$ cat config.mk
export PLATFORM = sky130hd
export DESIGN_NAME = etd_ecc_dpram
export DESIGN_NICKNAME = d
export VERILOG_FILES = /design/src/rtl/etd_pkg.sv /design/src/rtl/etd_ecc_dpram.sv
export VERILOG_INCLUDE_DIRS = /design/src /design/src/rtl
export SDC_FILE = /design/constraint.sdc
export NUM_CORES = 1
export LEC_CHECK = 0
export ABC_AREA = 1
export BUFFER_PORTS_ARGS = -buffer_cell sky130_fd_sc_hd__buf_2
export CORE_ASPECT_RATIO = 0.8
export CORE_MARGIN = 10
export CORE_UTILIZATION = 38
export DETAILED_ROUTE_END_ITERATION = 7
export PLACE_DENSITY = 0.55
export SLEW_MARGIN = 20
export SYNTH_ARGS = -nofsm -noshare
export SYNTH_HDL_FRONTEND = slang
export SYNTH_SLANG_ARGS = --single-unit
$ cat constraint.sdc
create_clock -name ref_clk -period 3.4 [get_ports ref_clk]
set_input_delay 0.17 -clock ref_clk [delete_from_list [all_inputs] [get_ports ref_clk]]
set_output_delay 0.17 -clock ref_clk [all_outputs]
set_load 0.1 [all_outputs]
$ cat src/rtl/etd_map.svh
// Purpose: Offsets, widths and field positions of the ECC dual-port RAM
// Assumes: Included by the package and the top module
// Notes:   Definitions only
`ifndef ETD_MAP_SVH
`define ETD_MAP_SVH
`define ETD_DATA_W   8
`define ETD_CODE_W   13
`define ETD_ADDR_W   4
`define ETD_DEPTH    16
`define ETD_SYN_W    4
`define ETD_VLD_W    4
`define ETD_CNT_W    16
`define ETD_CNT_MAX  16'hFFFF
`define ETD_APB_AW   8
`define ETD_OFS_CTRL 8'h00
`define ETD_OFS_STAT 8'h04
`define ETD_OFS_CNTA 8'h08
`define ETD_OFS_CNTB 8'h0C
`define ETD_CTRL_INJ 0
`endif

$ cat src/rtl/etd_pkg.sv
// Purpose: Types of the ECC dual-port RAM
// Assumes: etd_map.svh holds all numbers except the 32-bit APB data width
// Notes:   Carriers and state records only
`include "etd_map.svh"
package etd_pkg;

  typedef struct packed {
    logic [`ETD_ADDR_W-1:0] addr;
    logic [`ETD_DATA_W-1:0] data;
    logic                   wr;
    logic                   rd;
  } etd_req_type;

  typedef struct packed {
    logic                   psel;
    logic                   penable;
    logic                   pwrite;
    logic [`ETD_APB_AW-1:0] paddr;
    logic [31:0]            pwdata;
  } etd_apb_type;

  typedef struct packed {
    logic [`ETD_CODE_W-1:0] code;
    logic [`ETD_ADDR_W-1:0] addr;
    logic                   wr;
    logic                   rd;
  } etd_stage_type;

  typedef struct packed {
    logic [`ETD_DATA_W-1:0] data;
    logic                   seen;
    logic                   fix;
    logic                   fatal;
  } etd_dec_type;

  typedef struct packed {
    etd_stage_type                             enc_a;
    etd_stage_type                             enc_b;
    etd_stage_type                             ram_a;
    etd_stage_type                             ram_b;
    logic [`ETD_CODE_W-1:0]                    q_a;
    logic [`ETD_CODE_W-1:0]                    q_b;
    logic [`ETD_DEPTH-1:0][`ETD_CODE_W-1:0]    mem;
    etd_dec_type                               dec_a;
    etd_dec_type                               dec_b;
  } etd_dp_type;

  typedef struct packed {
    logic [`ETD_VLD_W-1:0] vld_a;
    logic [`ETD_VLD_W-1:0] vld_b;
    logic                  ready;
    logic                  slverr;
    logic [31:0]           rdata;
    logic                  inject;
    logic [`ETD_CNT_W-1:0] fix_a;
    logic [`ETD_CNT_W-1:0] bad_a;
    logic [`ETD_CNT_W-1:0] fix_b;
    logic [`ETD_CNT_W-1:0] bad_b;
  } etd_ctl_type;

endpackage

$ cat src/rtl/etd_ecc_dpram.sv
// Purpose: ECC protected 16 x 8 true dual-port RAM with APB status
// Assumes: All inputs come from logic on ref_clk
// Notes:   SECDED code, four cycle read latency per port
//
// Our own choices: the APB interface to the registers and the register addresses.
`timescale 1ns/1ns
`include "etd_map.svh"
module etd_ecc_dpram (
  input  wire logic                   ref_clk,
  input  wire logic                   rst_n,
  input  wire etd_pkg::etd_req_type   port_a_req,
  input  wire etd_pkg::etd_req_type   port_b_req,
  input  wire logic                   port_a_lsb_fault_inject,
  input  wire etd_pkg::etd_apb_type   apb_req,
  output logic [31:0]                 prdata,
  output logic                        pready,
  output logic                        pslverr,
  output logic [`ETD_DATA_W-1:0]      port_a_decoded_word,
  output logic                        port_a_fault_seen,
  output logic                        port_a_fix_applied,
  output logic                        port_a_uncorrectable,
  output logic                        port_a_read_valid,
  output logic [`ETD_DATA_W-1:0]      port_b_decoded_word,
  output logic                        port_b_fault_seen,
  output logic                        port_b_fix_applied,
  output logic                        port_b_uncorrectable,
  output logic                        port_b_read_valid
);

  // ----------------------------------------------------------------
  // Code functions
  // ----------------------------------------------------------------
  // Hamming positions 1..12, overall parity in bit 0
  function automatic logic [`ETD_CODE_W-1:0] etd_encode(
    input logic [`ETD_DATA_W-1:0] d
  );
    logic [`ETD_CODE_W-1:0] c;
    c     = '0;
    c[3]  = d[0];
    c[5]  = d[1];
    c[6]  = d[2];
    c[7]  = d[3];
    c[9]  = d[4];
    c[10] = d[5];
    c[11] = d[6];
    c[12] = d[7];
    c[1]  = c[3] ^ c[5] ^ c[7] ^ c[9] ^ c[11];
    c[2]  = c[3] ^ c[6] ^ c[7] ^ c[10] ^ c[11];
    c[4]  = c[5] ^ c[6] ^ c[7] ^ c[12];
    c[8]  = c[9] ^ c[10] ^ c[11] ^ c[12];
    c[0]  = ^c[12:1];
    return c;
  endfunction

  function automatic etd_pkg::etd_dec_type etd_decode(
    input logic [`ETD_CODE_W-1:0] c
  );
    etd_pkg::etd_dec_type   r;
    logic [`ETD_SYN_W-1:0]  syn;
    logic [`ETD_CODE_W-1:0] fixed;
    logic                   par;
    r     = '0;
    syn   = '0;
    fixed = c;
    par   = ^c;
    for (int p = 1; p < `ETD_CODE_W; p++)
    begin
      if (c[p])
      begin
        syn = syn ^ `ETD_SYN_W'(p);
      end
    end
    if (par)
    begin
      r.seen = 1'b1;
      if (syn < `ETD_SYN_W'(`ETD_CODE_W))
      begin
        fixed[syn] = ~fixed[syn];
        r.fix      = 1'b1;
      end
      else
      begin
        r.fatal = 1'b1;
      end
    end
    else if (syn != '0)
    begin
      r.seen  = 1'b1;
      r.fatal = 1'b1;
    end
    r.data = {fixed[12:9], fixed[7:5], fixed[3]};
    return r;
  endfunction

  // Saturating counter, an event in a clearing cycle counts after the clear, leaving one
  function automatic logic [`ETD_CNT_W-1:0] etd_bump(
    input logic [`ETD_CNT_W-1:0] cnt,
    input logic                  clr,
    input logic                  inc
  );
    logic [`ETD_CNT_W-1:0] b;
    b = clr ? '0 : cnt;
    if (inc && b != `ETD_CNT_MAX)
    begin
      b = b + `ETD_CNT_W'(1);
    end
    return b;
  endfunction

  // ----------------------------------------------------------------
  // Datapath
  // ----------------------------------------------------------------
  etd_pkg::etd_dp_type  dp;
  etd_pkg::etd_dp_type  next_dp;
  etd_pkg::etd_ctl_type ctl;
  etd_pkg::etd_ctl_type next_ctl;

  always_comb
  begin
    next_dp = dp;
    // Encoder stage, side signals matched
    next_dp.enc_a.code = etd_encode(port_a_req.data);
    next_dp.enc_b.code = etd_encode(port_b_req.data);
    next_dp.enc_a.code[0] = next_dp.enc_a.code[0]
                            ^ (port_a_lsb_fault_inject
                               | ctl.inject);
    next_dp.enc_a.addr = port_a_req.addr;
    next_dp.enc_a.wr   = port_a_req.wr;
    next_dp.enc_a.rd   = port_a_req.rd;
    next_dp.enc_b.addr = port_b_req.addr;
    next_dp.enc_b.wr   = port_b_req.wr;
    next_dp.enc_b.rd   = port_b_req.rd;
    // Memory input registers
    next_dp.ram_a = dp.enc_a;
    next_dp.ram_b = dp.enc_b;
    // Reads see the array before this edge's writes, except a port A read with write, which returns its own write word
    if (dp.ram_a.rd)
    begin
      if (dp.ram_a.wr)
      begin
        next_dp.q_a = dp.ram_a.code;
      end
      else
      begin
        next_dp.q_a = dp.mem[dp.ram_a.addr];
      end
    end
    if (dp.ram_b.rd)
    begin
      next_dp.q_b = dp.mem[dp.ram_b.addr];
    end
    // Whole word writes, port A last on contention
    if (dp.ram_b.wr)
    begin
      next_dp.mem[dp.ram_b.addr] = dp.ram_b.code;
    end
    if (dp.ram_a.wr)
    begin
      next_dp.mem[dp.ram_a.addr] = dp.ram_a.code;
    end
    // Decoder stage, stored word left as is
    next_dp.dec_a = etd_decode(dp.q_a);
    next_dp.dec_b = etd_decode(dp.q_b);
  end

  // No clear on any datapath register; only q_a, q_b (rd) and mem (wr) have an enable
  always_ff @(posedge ref_clk)
  begin
    dp <= next_dp;
  end

  // ----------------------------------------------------------------
  // Read tracking, counters and APB slave
  // ----------------------------------------------------------------
  logic        apb_acc;
  logic        apb_done;
  logic        apb_wr;
  logic        clr_a;
  logic        clr_b;
  logic [31:0] rd_mux;
  logic        rd_miss;

  always_comb
  begin
    apb_acc  = apb_req.psel & apb_req.penable;
    apb_done = apb_acc & ctl.ready;
    apb_wr   = apb_done & apb_req.pwrite;
    rd_miss  = 1'b0;
    rd_mux   = '0;
    unique case (apb_req.paddr)
      `ETD_OFS_CTRL:
      begin
        rd_mux[`ETD_CTRL_INJ] = ctl.inject;
      end
      `ETD_OFS_STAT:
      begin
        rd_mux[5:0] = {dp.dec_b.fatal, dp.dec_b.fix, dp.dec_b.seen,
                       dp.dec_a.fatal, dp.dec_a.fix, dp.dec_a.seen};
      end
      `ETD_OFS_CNTA:
      begin
        rd_mux = {ctl.bad_a, ctl.fix_a};
      end
      `ETD_OFS_CNTB:
      begin
        rd_mux = {ctl.bad_b, ctl.fix_b};
      end
      default:
      begin
        rd_miss = 1'b1;
      end
    endcase
    clr_a = apb_wr & (apb_req.paddr == `ETD_OFS_CNTA);
    clr_b = apb_wr & (apb_req.paddr == `ETD_OFS_CNTB);
  end

  always_comb
  begin
    next_ctl = ctl;
    // Read enable follows the four register stages
    next_ctl.vld_a = {ctl.vld_a[`ETD_VLD_W-2:0], port_a_req.rd};
    next_ctl.vld_b = {ctl.vld_b[`ETD_VLD_W-2:0], port_b_req.rd};
    next_ctl.fix_a = etd_bump(ctl.fix_a, clr_a,
                              ctl.vld_a[`ETD_VLD_W-1] & dp.dec_a.fix);
    next_ctl.bad_a = etd_bump(ctl.bad_a, clr_a,
                              ctl.vld_a[`ETD_VLD_W-1] & dp.dec_a.fatal);
    next_ctl.fix_b = etd_bump(ctl.fix_b, clr_b,
                              ctl.vld_b[`ETD_VLD_W-1] & dp.dec_b.fix);
    next_ctl.bad_b = etd_bump(ctl.bad_b, clr_b,
                              ctl.vld_b[`ETD_VLD_W-1] & dp.dec_b.fatal);
    // One wait state, answer stands with pready only
    next_ctl.ready  = apb_acc & ~ctl.ready;
    next_ctl.rdata  = '0;
    next_ctl.slverr = 1'b0;
    if (apb_acc && !ctl.ready)
    begin
      next_ctl.slverr = rd_miss;
      if (!apb_req.pwrite)
      begin
        next_ctl.rdata = rd_mux;
      end
    end
    if (apb_wr && apb_req.paddr == `ETD_OFS_CTRL)
    begin
      next_ctl.inject = apb_req.pwdata[`ETD_CTRL_INJ];
    end
  end

  always_ff @(posedge ref_clk or negedge rst_n)
  begin
    if (!rst_n)
    begin
      ctl <= '0;
    end
    else
    begin
      ctl <= next_ctl;
    end
  end

  // ----------------------------------------------------------------
  // Outputs
  // ----------------------------------------------------------------
  assign prdata               = ctl.rdata;
  assign pready               = ctl.ready;
  assign pslverr              = ctl.slverr;
  assign port_a_decoded_word  = dp.dec_a.data;
  assign port_a_fault_seen    = dp.dec_a.seen;
  assign port_a_fix_applied   = dp.dec_a.fix;
  assign port_a_uncorrectable = dp.dec_a.fatal;
  assign port_a_read_valid    = ctl.vld_a[`ETD_VLD_W-1];
  assign port_b_decoded_word  = dp.dec_b.data;
  assign port_b_fault_seen    = dp.dec_b.seen;
  assign port_b_fix_applied   = dp.dec_b.fix;
  assign port_b_uncorrectable = dp.dec_b.fatal;
  assign port_b_read_valid    = ctl.vld_b[`ETD_VLD_W-1];

endmodule // etd_ecc_dpram

# Word level (Yosys, flattened, before mapping)
# Cells that the tools add are included.
totals:
  out_inout_bits: 58
  regBits: 439
  in_bits: 74
  n_memories: 0
  latch_bits: 0
  mem_bits_ro: 0
  ram_bits: 0
op_classes:
  n_addsub: 4
  eq_ne: 7
  mul: 0
  bitwise_logic: 65
  shifts: 0
  div: 0
  order_cmp: 10
  mux: 73
  reduce_logical: 19
op_table:
  columns: ["cell", "count"]
  rows:
  - ["bitwise mux 208 bit", 2]
  - ["two-way mux 208 bit", 2]
  - ["two-way mux 16 bit", 8]
  - ["two-way mux 13 bit", 9]
  - ["binary-select mux 13 bit (select 4 bit)", 2]
  - ["demux 13 bit (select 4 bit)", 2]
  - ["adder 16 x 1 -> 16 bit (second input constant)", 4]
  - ["!= test 16 bit (second input constant)", 4]
  - ["case mux 26 bit (2 select lines)", 1]
  - ["two-way mux 4 bit", 10]
  - ["two-way mux 33 bit", 1]
  - ["two-way mux 32 bit", 1]
  - ["bitwise XOR 1 bit", 29]
  - ["bitwise mux 13 bit", 2]
  - ["XOR reduction 13 bit", 2]
  - ["two-way mux 3 bit", 8]
  - ["NOT 2 bit", 12]
  - ["XOR reduction 12 bit", 2]
  - ["< comparator 4 x 5 -> 1 bit (second input constant)", 4]
  - ["== test 8 x 4 -> 1 bit (second input constant)", 2]
  - [">= comparator 4 x 1 -> 1 bit (second input constant)", 4]
  - ["two-way mux 1 bit", 15]
  - ["case mux 5 bit (3 select lines)", 1]
  - ["NOT 3 bit", 4]
  - ["other kinds (15)", 47]

# Logic depth before layout (Yosys ltp)
# Gate-level depths: netlist of the first run.
depth:
  ltp_word: 27
  ltp_mapped: 18

# Worst setup path after synthesis of the first run
# OpenSTA, ideal clock, no wires.
synth_timing:
  path_kind: "register to register"
  from: "reg ctl, in the netlist pready"
  to: "reg ctl[61] (netlist bit)"
  setup_ns: 0.116
  path_stages_with_launch: 18
  arrival_time_ns: 2.973
  path_slack_ns: 0.310
  t_required_ns: 3.284
  cell_sequence: "dfrtp_1 inv_1 nor3_2 nand3_2 inv_2 buf_6 buf_2 nor2_1 ha_1 nand2_1 nor2_1 nand2_2 nor2_1 nand2_1 nand2_4 buf_2 nand2_1 nand2_1"
synth_lines:
  columns: ["item", "line", "text"]
  rows:
  - ["from (decl)", "etd_ecc_dpram.sv:115", "etd_pkg::etd_ctl_type ctl;"]
  - ["from (signal assigned)", "etd_ecc_dpram.sv:257", "ctl <= next_ctl;"]

==> metrics, run 1 <==
Pwr Total 18.8 mW; syn_area_per_cell roughly 7.3 um^2; ys async rst share 24.4%; relative slew slack 29.0%; CORE AREA 0.0586 mm^2; status finished, final reports clean; Worst Tran Pin Value 1.06 ns; final worst path period need between 2 and 3 ns; Num CTS Buffers 49; largest net degree at the start of global routing 108; clock latency on the worst-skew pair 0.64 ns; initial drt markers 2623; vias in the first global route between 20000 and 25000; Period Utilization, post-route 86.5%; Synth cell types 46; max_cap viols 0; cell internal pwr 12.0 mW; Filler Cells Inserted 5863; Die Y 238 um; register area 0.00958 mm^2; Final Skew 0.0476 ns; maximum clock rate 0.340 GHz; maximum buffer depth of the clock tree 3; Die X approximately 290 um; port bufs 100; FP Rows 79; LEAKAGE 11.8 nW; WP data arrival roughly 3.4 ns; Slew Viols, Final 0; sequential fraction of design power 39.3%; Inst Count DP 3847; CTS HTree Levels 2; initial core utilization 38.7%; Setup crit start pready$_DFF_PN0_; synth warn 0; WP data required 3.90 ns; Synth Flop Type dfxtp_1; drt pass-1 iters 7; total grt overflow 0; Finished Layout Cells 3977; nature of the critical path endpoint flip-flop; Cell Area, Synth 0.0227 mm^2; Hold WS 0.0522 ns; HPWL after DPL 56400 um; CP startpoint kind flip-flop; reg2reg start pready$_DFF_PN0_; die area 0.0699 mm^2; first-pass GRT wire length 124000 um; gr usage total 22.5%; Worst Setup EP ctl[1]$_DFF_PN0_; Final Util 44.3%; unrepaired setup endpoints after global routing false; # setup viols final 0; clock network power share 33.3%; HP Class in -> reg; Final ANT Viol Nets 0; post_cts resized 0; initial antenna violation count 3; Logic pwr share between 20% and 30%; Root Buffer clkbuf_16; Fin. Hold Viols 0; routed vias/inst roughly 5.6; fin nets 3242; Layout area overhead 14.5%; sequential share of the synthesized area 42.3%; setup tns final 0 ns; Worst-path clk slew roughly 0.06 ns; worst reg2reg path endpoint ctl[1]$_DFF_PN0_; num ports 132; layout cells sized above 1 roughly a tenth; EDFF count, synth 26; Placer Congestion 0.951; area of the multi-input gates 0.0104 mm^2; Worst Path Max Fanout 19; residual DRC count 0; number of sinks on the clock net around 440; Cell Pwr Density 725 mW/mm^2; CTS Hold Bufs 35; Setup CP Type reg -> reg; syn nets 3196; mean routed wirelength per cell 20.6 um; reg2reg path depth 15; Worst R2R Setup Slack approximately 0.46 ns; Setup Fix Bufs, Post-CTS 0; Max VDD drop 0.369 mV; Seq cells post-synth 439; CTS tree built; total number of vias 22100; WL final 82000 um; Sw Ratio 36.5%; switching pwr 6.86 mW; Post-Synthesis Cells 3118
Yosys cell counts (13+ instances only):
cell type / n / area share, %
xor2_1: 44 / 1.7
o22ai_1: 70 / 1.9
a21oi_1: 140 / 3.1
nand4_1: 43 / 1.2
nor2_1: 269 / 4.5
dfxtp_1: 306 / 27
buf_4: 49 / 1.6
nor3_1: 26 / 0.57
xnor2_1: 32 / 1.2
o21ai_0: 288 / 6.4
inv_2: 13 / 0.22
nand2_2: 14 / 0.39
nand3_1: 83 / 1.8
o221ai_1: 104 / 4.0
inv_1: 417 / 6.9
nand2_1: 701 / 12
clkbuf_1: 135 / 2.2
a41oi_1: 13 / 0.50
a31oi_1: 13 / 0.36
edfxtp_1: 26 / 3.4
dfrtp_1: 107 / 12
o211ai_1: 29 / 0.96
a22oi_1: 113 / 3.7
registers in the layout, indices dropped and copies added, names as in the netlist, 8 cells and up:
| register | flops |
|---|---|
| prdata | 32 |
| port_b_decoded_word | 8 |
| port_a_decoded_word | 8 |
| ctl | 71 |
| dp | 310 |
layout make-up:
type                            instances  share of cell area, %
Multi-Input combinational cell       2032                   40.2
Timing Repair Buffer                  201                   5.34
Clock buffer                           57                   5.04
Sequential cell                       439                   36.9
Antenna cell                            3                 0.0289
Inverter                              441                   6.39
Tap cell                              769                   3.71
Clock inverter                         35                   2.33
how the worst min path moves through the flow:
stage                         startpoint  slack (ns)  depth (start not counted)                end
after global routing         apb_req[35]        0.06                          5  pslverr$_DFF_PN0_
after floorplan                    rst_n       -0.13                          0   ctl[0]$_DFF_PN0_
after global placement    port_b_req[13]        0.27                          1    dp[299]$_DFF_P_
after CTS                    apb_req[38]        0.02                          5  pslverr$_DFF_PN0_
after detailed placement  port_b_req[13]        0.27                          1    dp[299]$_DFF_P_
final                        apb_req[38]        0.05                          5  pslverr$_DFF_PN0_
power groups by stage:
stage	combinational, mW	sequential (mW)	clock (mW)
global route	5.74	7.50	6.58
finish	5.15	7.39	6.27
global placement	4.87	7.43	0
detailed placement	4.99	7.45	0
CTS	5.05	7.36	6.38
floorplan	3.78	7.22	0
logic make-up (layout without fill, tap and decap cells):
logic type	after synthesis	in the layout	synth area share, %
AOI/OAI and AO/OA	778	778	21.3
xor gates and xnor gates	76	76	2.94
adders and majority gates	4	4	0.221
buffers and inverters	647	734	11.8
DFF	439	439	42.3
other	0	3	0
and+or+nand+nor	1174	1174	21.5
worst max-delay path, stage by stage, from the launching register on:
cell	delay, ns
dfrtp_1	0.39
inv_1	0.07
nor3_2	0.07
nand3_2	0.22
inv_2	0.19
nor2_1	0.22
ha_1	0.22
nand2_1	0.06
nor2_1	0.31
nand2_2	0.15
nor2_2	0.21
nand2_2	0.10
nand2_4	0.19
clkinv_2	0.25
nand2_1	0.13
nand2_1	0.06
metrics by stage:
stage	worst slack, ns	area (um^2)
after floorplan	0.310	22700
after global placement	0.535	23700
after detailed placement	0.490	23700
after CTS	0.480	25900
after global routing	0.179	25900
final	0.460	25900
metal layers:
layer	part of all wire (%)	global-route usage [%]	vias up
met2	41	33.0	1159
met3	11	6.20	177
met5	0.011	0	-
met4	2.9	7.49	2
li1	-	-	10400
met1	44	31.4	10400
cells in the final DEF (no fill, tap or decap), types with 99 or more instances in the layout:
master      n
nor2_1    265
nand2_1   699
a21oi_1   140
dfrtp_1   107
buf_2      99
o21ai_0   288
o221ai_1  104
dfxtp_1   306
inv_1     417
a22oi_1   113
Power figures use the tool's default switching activity.
==> run 2: changes to the inputs <==
- RECOVER_POWER: not set -> 100
==> metrics, run 2 (same netlist as run 1, synthesis figures left out) <==
CTS HTree Levels 2 (unchanged); reg2reg path depth 10 (-5); FP Rows 79 (unchanged); WP data required 3.89 ns (about the same); Final ANT Viol Nets 0 (unchanged); HPWL after DPL 56400 um (unchanged); Placer Congestion 0.951 (unchanged); initial core utilization 38.7% (unchanged); largest reg by FF count dp; cell family with most CP delay buffers and inverters; Buf+Inv Stages, Crit Path 4 (+1); hold endpoint pslverr$_DFF_PN0_; first-pass GRT wire length 124000 um (unchanged); Hold Startpoint apb_req[38]; fin nets 3242 (unchanged); status complete, but fails checks; commonest non-fill, non-tap cell in the layout nand2_1; Largest register FFs 310 (unchanged); Filler Cells Inserted 5927 (+1.1%); unrepaired setup endpoints after global routing false; area of placed instances 0.0237 mm^2 (unchanged); GRT met2 Usage 33.0% (unchanged); GR peak layer met2; final worst path period need 3.11 ns (+0.172 ns); Slowest cell on crit path clkbuf_1; port bufs 100 (unchanged); Worst Path Max Fanout 16 (-3); residual DRC count 0 (unchanged); clock latency on the worst-skew pair 0.64 ns (about the same); drt pass-1 iters 7 (unchanged); reg2reg start dp[258]$_DFF_P_; num ports 132 (unchanged); Die Y 238 um (unchanged); Setup CP Type reg -> reg; maximum buffer depth of the clock tree 3 (unchanged); largest net degree at the start of global routing 108 (unchanged); initial drt markers 2673 (+1.9%); CP max stage delay 0.64 ns (+0.25 ns); Die X 293 um (unchanged); Num CTS Buffers 49 (unchanged); Slew Viols, Final 108 (+108); Fin. Hold Viols 0 (unchanged); nature of the critical path endpoint flip-flop; relative slew slack -78.4% (-110 points); # setup viols final 0 (unchanged); setup slack after layout 0.288 ns (-0.172 ns); HP Class in -> reg; Worst Hold Path Cells 5 (unchanged); initial antenna violation count 3 (unchanged); number of sinks on the clock net 439 (unchanged); GR Util met1 31.4% (unchanged); layout cells sized above 1 6.46% (-3.2 points); failing checks max-capacitance violations, max-slew violations; worst-path cell chain inv_1 -> nor2_1 -> nand2_1 -> nor2_1 -> clkbuf_1 -> inv_1 -> a21oi_1 -> o21ai_0 -> o21ai_0 -> inv_1; setup tns final 0 ns (unchanged); LEAKAGE 11.5 nW (-2.9%); Layout area overhead 13.4%; post_cts resized 0 (unchanged); Top cell by count, worst path inv_1; Setup Fix Bufs, Post-CTS 0 (unchanged); Max VDD drop 0.364 mV (-1.3%); dpl ws 0.490 ns (unchanged); max_cap viols 1 (+1); routed vias/inst 5.57 (+0.28%); vias in the first global route 20600 (unchanged); Worst R2R Setup Slack 0.29 ns (-0.17 ns); mean routed wirelength per cell 20.6 um (about the same); CP startpoint kind flip-flop; total number of vias 22200 (+0.28%); Hold WS 0.0462 ns (-0.00598 ns); worst reg2reg path endpoint dp[45]$_DFF_P_; commonest non-fill, non-tap cells in the layout nand2_1, inv_1, dfxtp_1, o21ai_0, nor2_1; Stages on worst setup path 10 (-5); Root Buffer clkbuf_16; Finished Cell Area 0.0257 mm^2 (-0.92%); total grt overflow 0 (unchanged); CORE AREA 0.0586 mm^2 (unchanged); Cell Pwr Density 731 mW/mm^2 (+0.75%); WP data arrival 3.60 ns (+0.16 ns); WL final 82100 um (about the same); Period Utilization, post-route 91.5% (+5.1 points); Worst Tran Pin Value 2.68 ns (+1.61 ns); met3 Use GR 6.20% (unchanged); gr usage total 22.5% (unchanged); CTS tree built; Worst-path clk slew 0.06 ns (about the same); maximum clock rate 0.321 GHz (-5.5%); die area 0.0699 mm^2 (unchanged); Final Skew 0.0516 ns (+0.00398 ns)
-- run 2: final cells by class --
class                      instances  area, um^2  area share [%]
inverter                         441        1660            6.45
multi-input combinational       2032       10400            40.4
sequential                       439        9580            37.3
clock buffer                      57        1310            5.08
clock inverter                    35         603            2.35
antenna                            3        7.51          0.0292
tap                              769         962            3.74
timing repair buffer             201        1190            4.63
-- run 2: metal layers --
layer / part of all wire (%) / routed length, um
met1: 45 / 36600
met2: 42 / 34100
met3: 11 / 9080
met4: 2.9 / 2370
met5: 0.011 / 9
-- run 2: worst reg2reg max path: cells and delay by family (launching register included) --
kind	cells	cell delay, ns
buffers and inverters	4	1.33
AOI/OAI and AO/OA	3	0.42
and+or+nand+nor	3	0.85
DFF	1	0.41
-- run 2: worst max-delay path by stage --
stage | to | slack [ns] | startpoint
floorplan | ctl[61]$_DFF_PN0_ | 0.31 | pready$_DFF_PN0_
finish | dp[45]$_DFF_P_ | 0.29 | dp[258]$_DFF_P_
global placement | ctl[0]$_DFF_PN0_ | 0.53 | pready$_DFF_PN0_
detailed placement | ctl[3]$_DFF_PN0_ | 0.49 | pready$_DFF_PN0_
CTS | ctl[3]$_DFF_PN0_ | 0.48 | pready$_DFF_PN0_
global route | ctl[19]$_DFF_PN0_ | 0.09 | pready$_DFF_PN0_
-- run 2: repair_timing --
item,in CTS,in global routing
hold buffers,35,0
setup endpoints to repair,0,0
endpoints found under the hold margin,151,0
-- run 2: power by group --
part           leakage [nW]  switching (mW)  internal (mW)  total [mW]
logic                  6.28            3.53           1.58        5.11
clock network         0.918            2.37           3.91        6.28
registers              4.28           0.970           6.42        7.39
-- run 2: stage by stage --
step	cells	total power, mW	utilization (%)
final	3977	18.8	43.8
after floorplan	3118	11.0	-
after CTS	3974	18.8	44.2
after global placement	3847	12.3	40.4
after global routing	3976	19.8	43.8
after detailed placement	3847	12.4	40.4
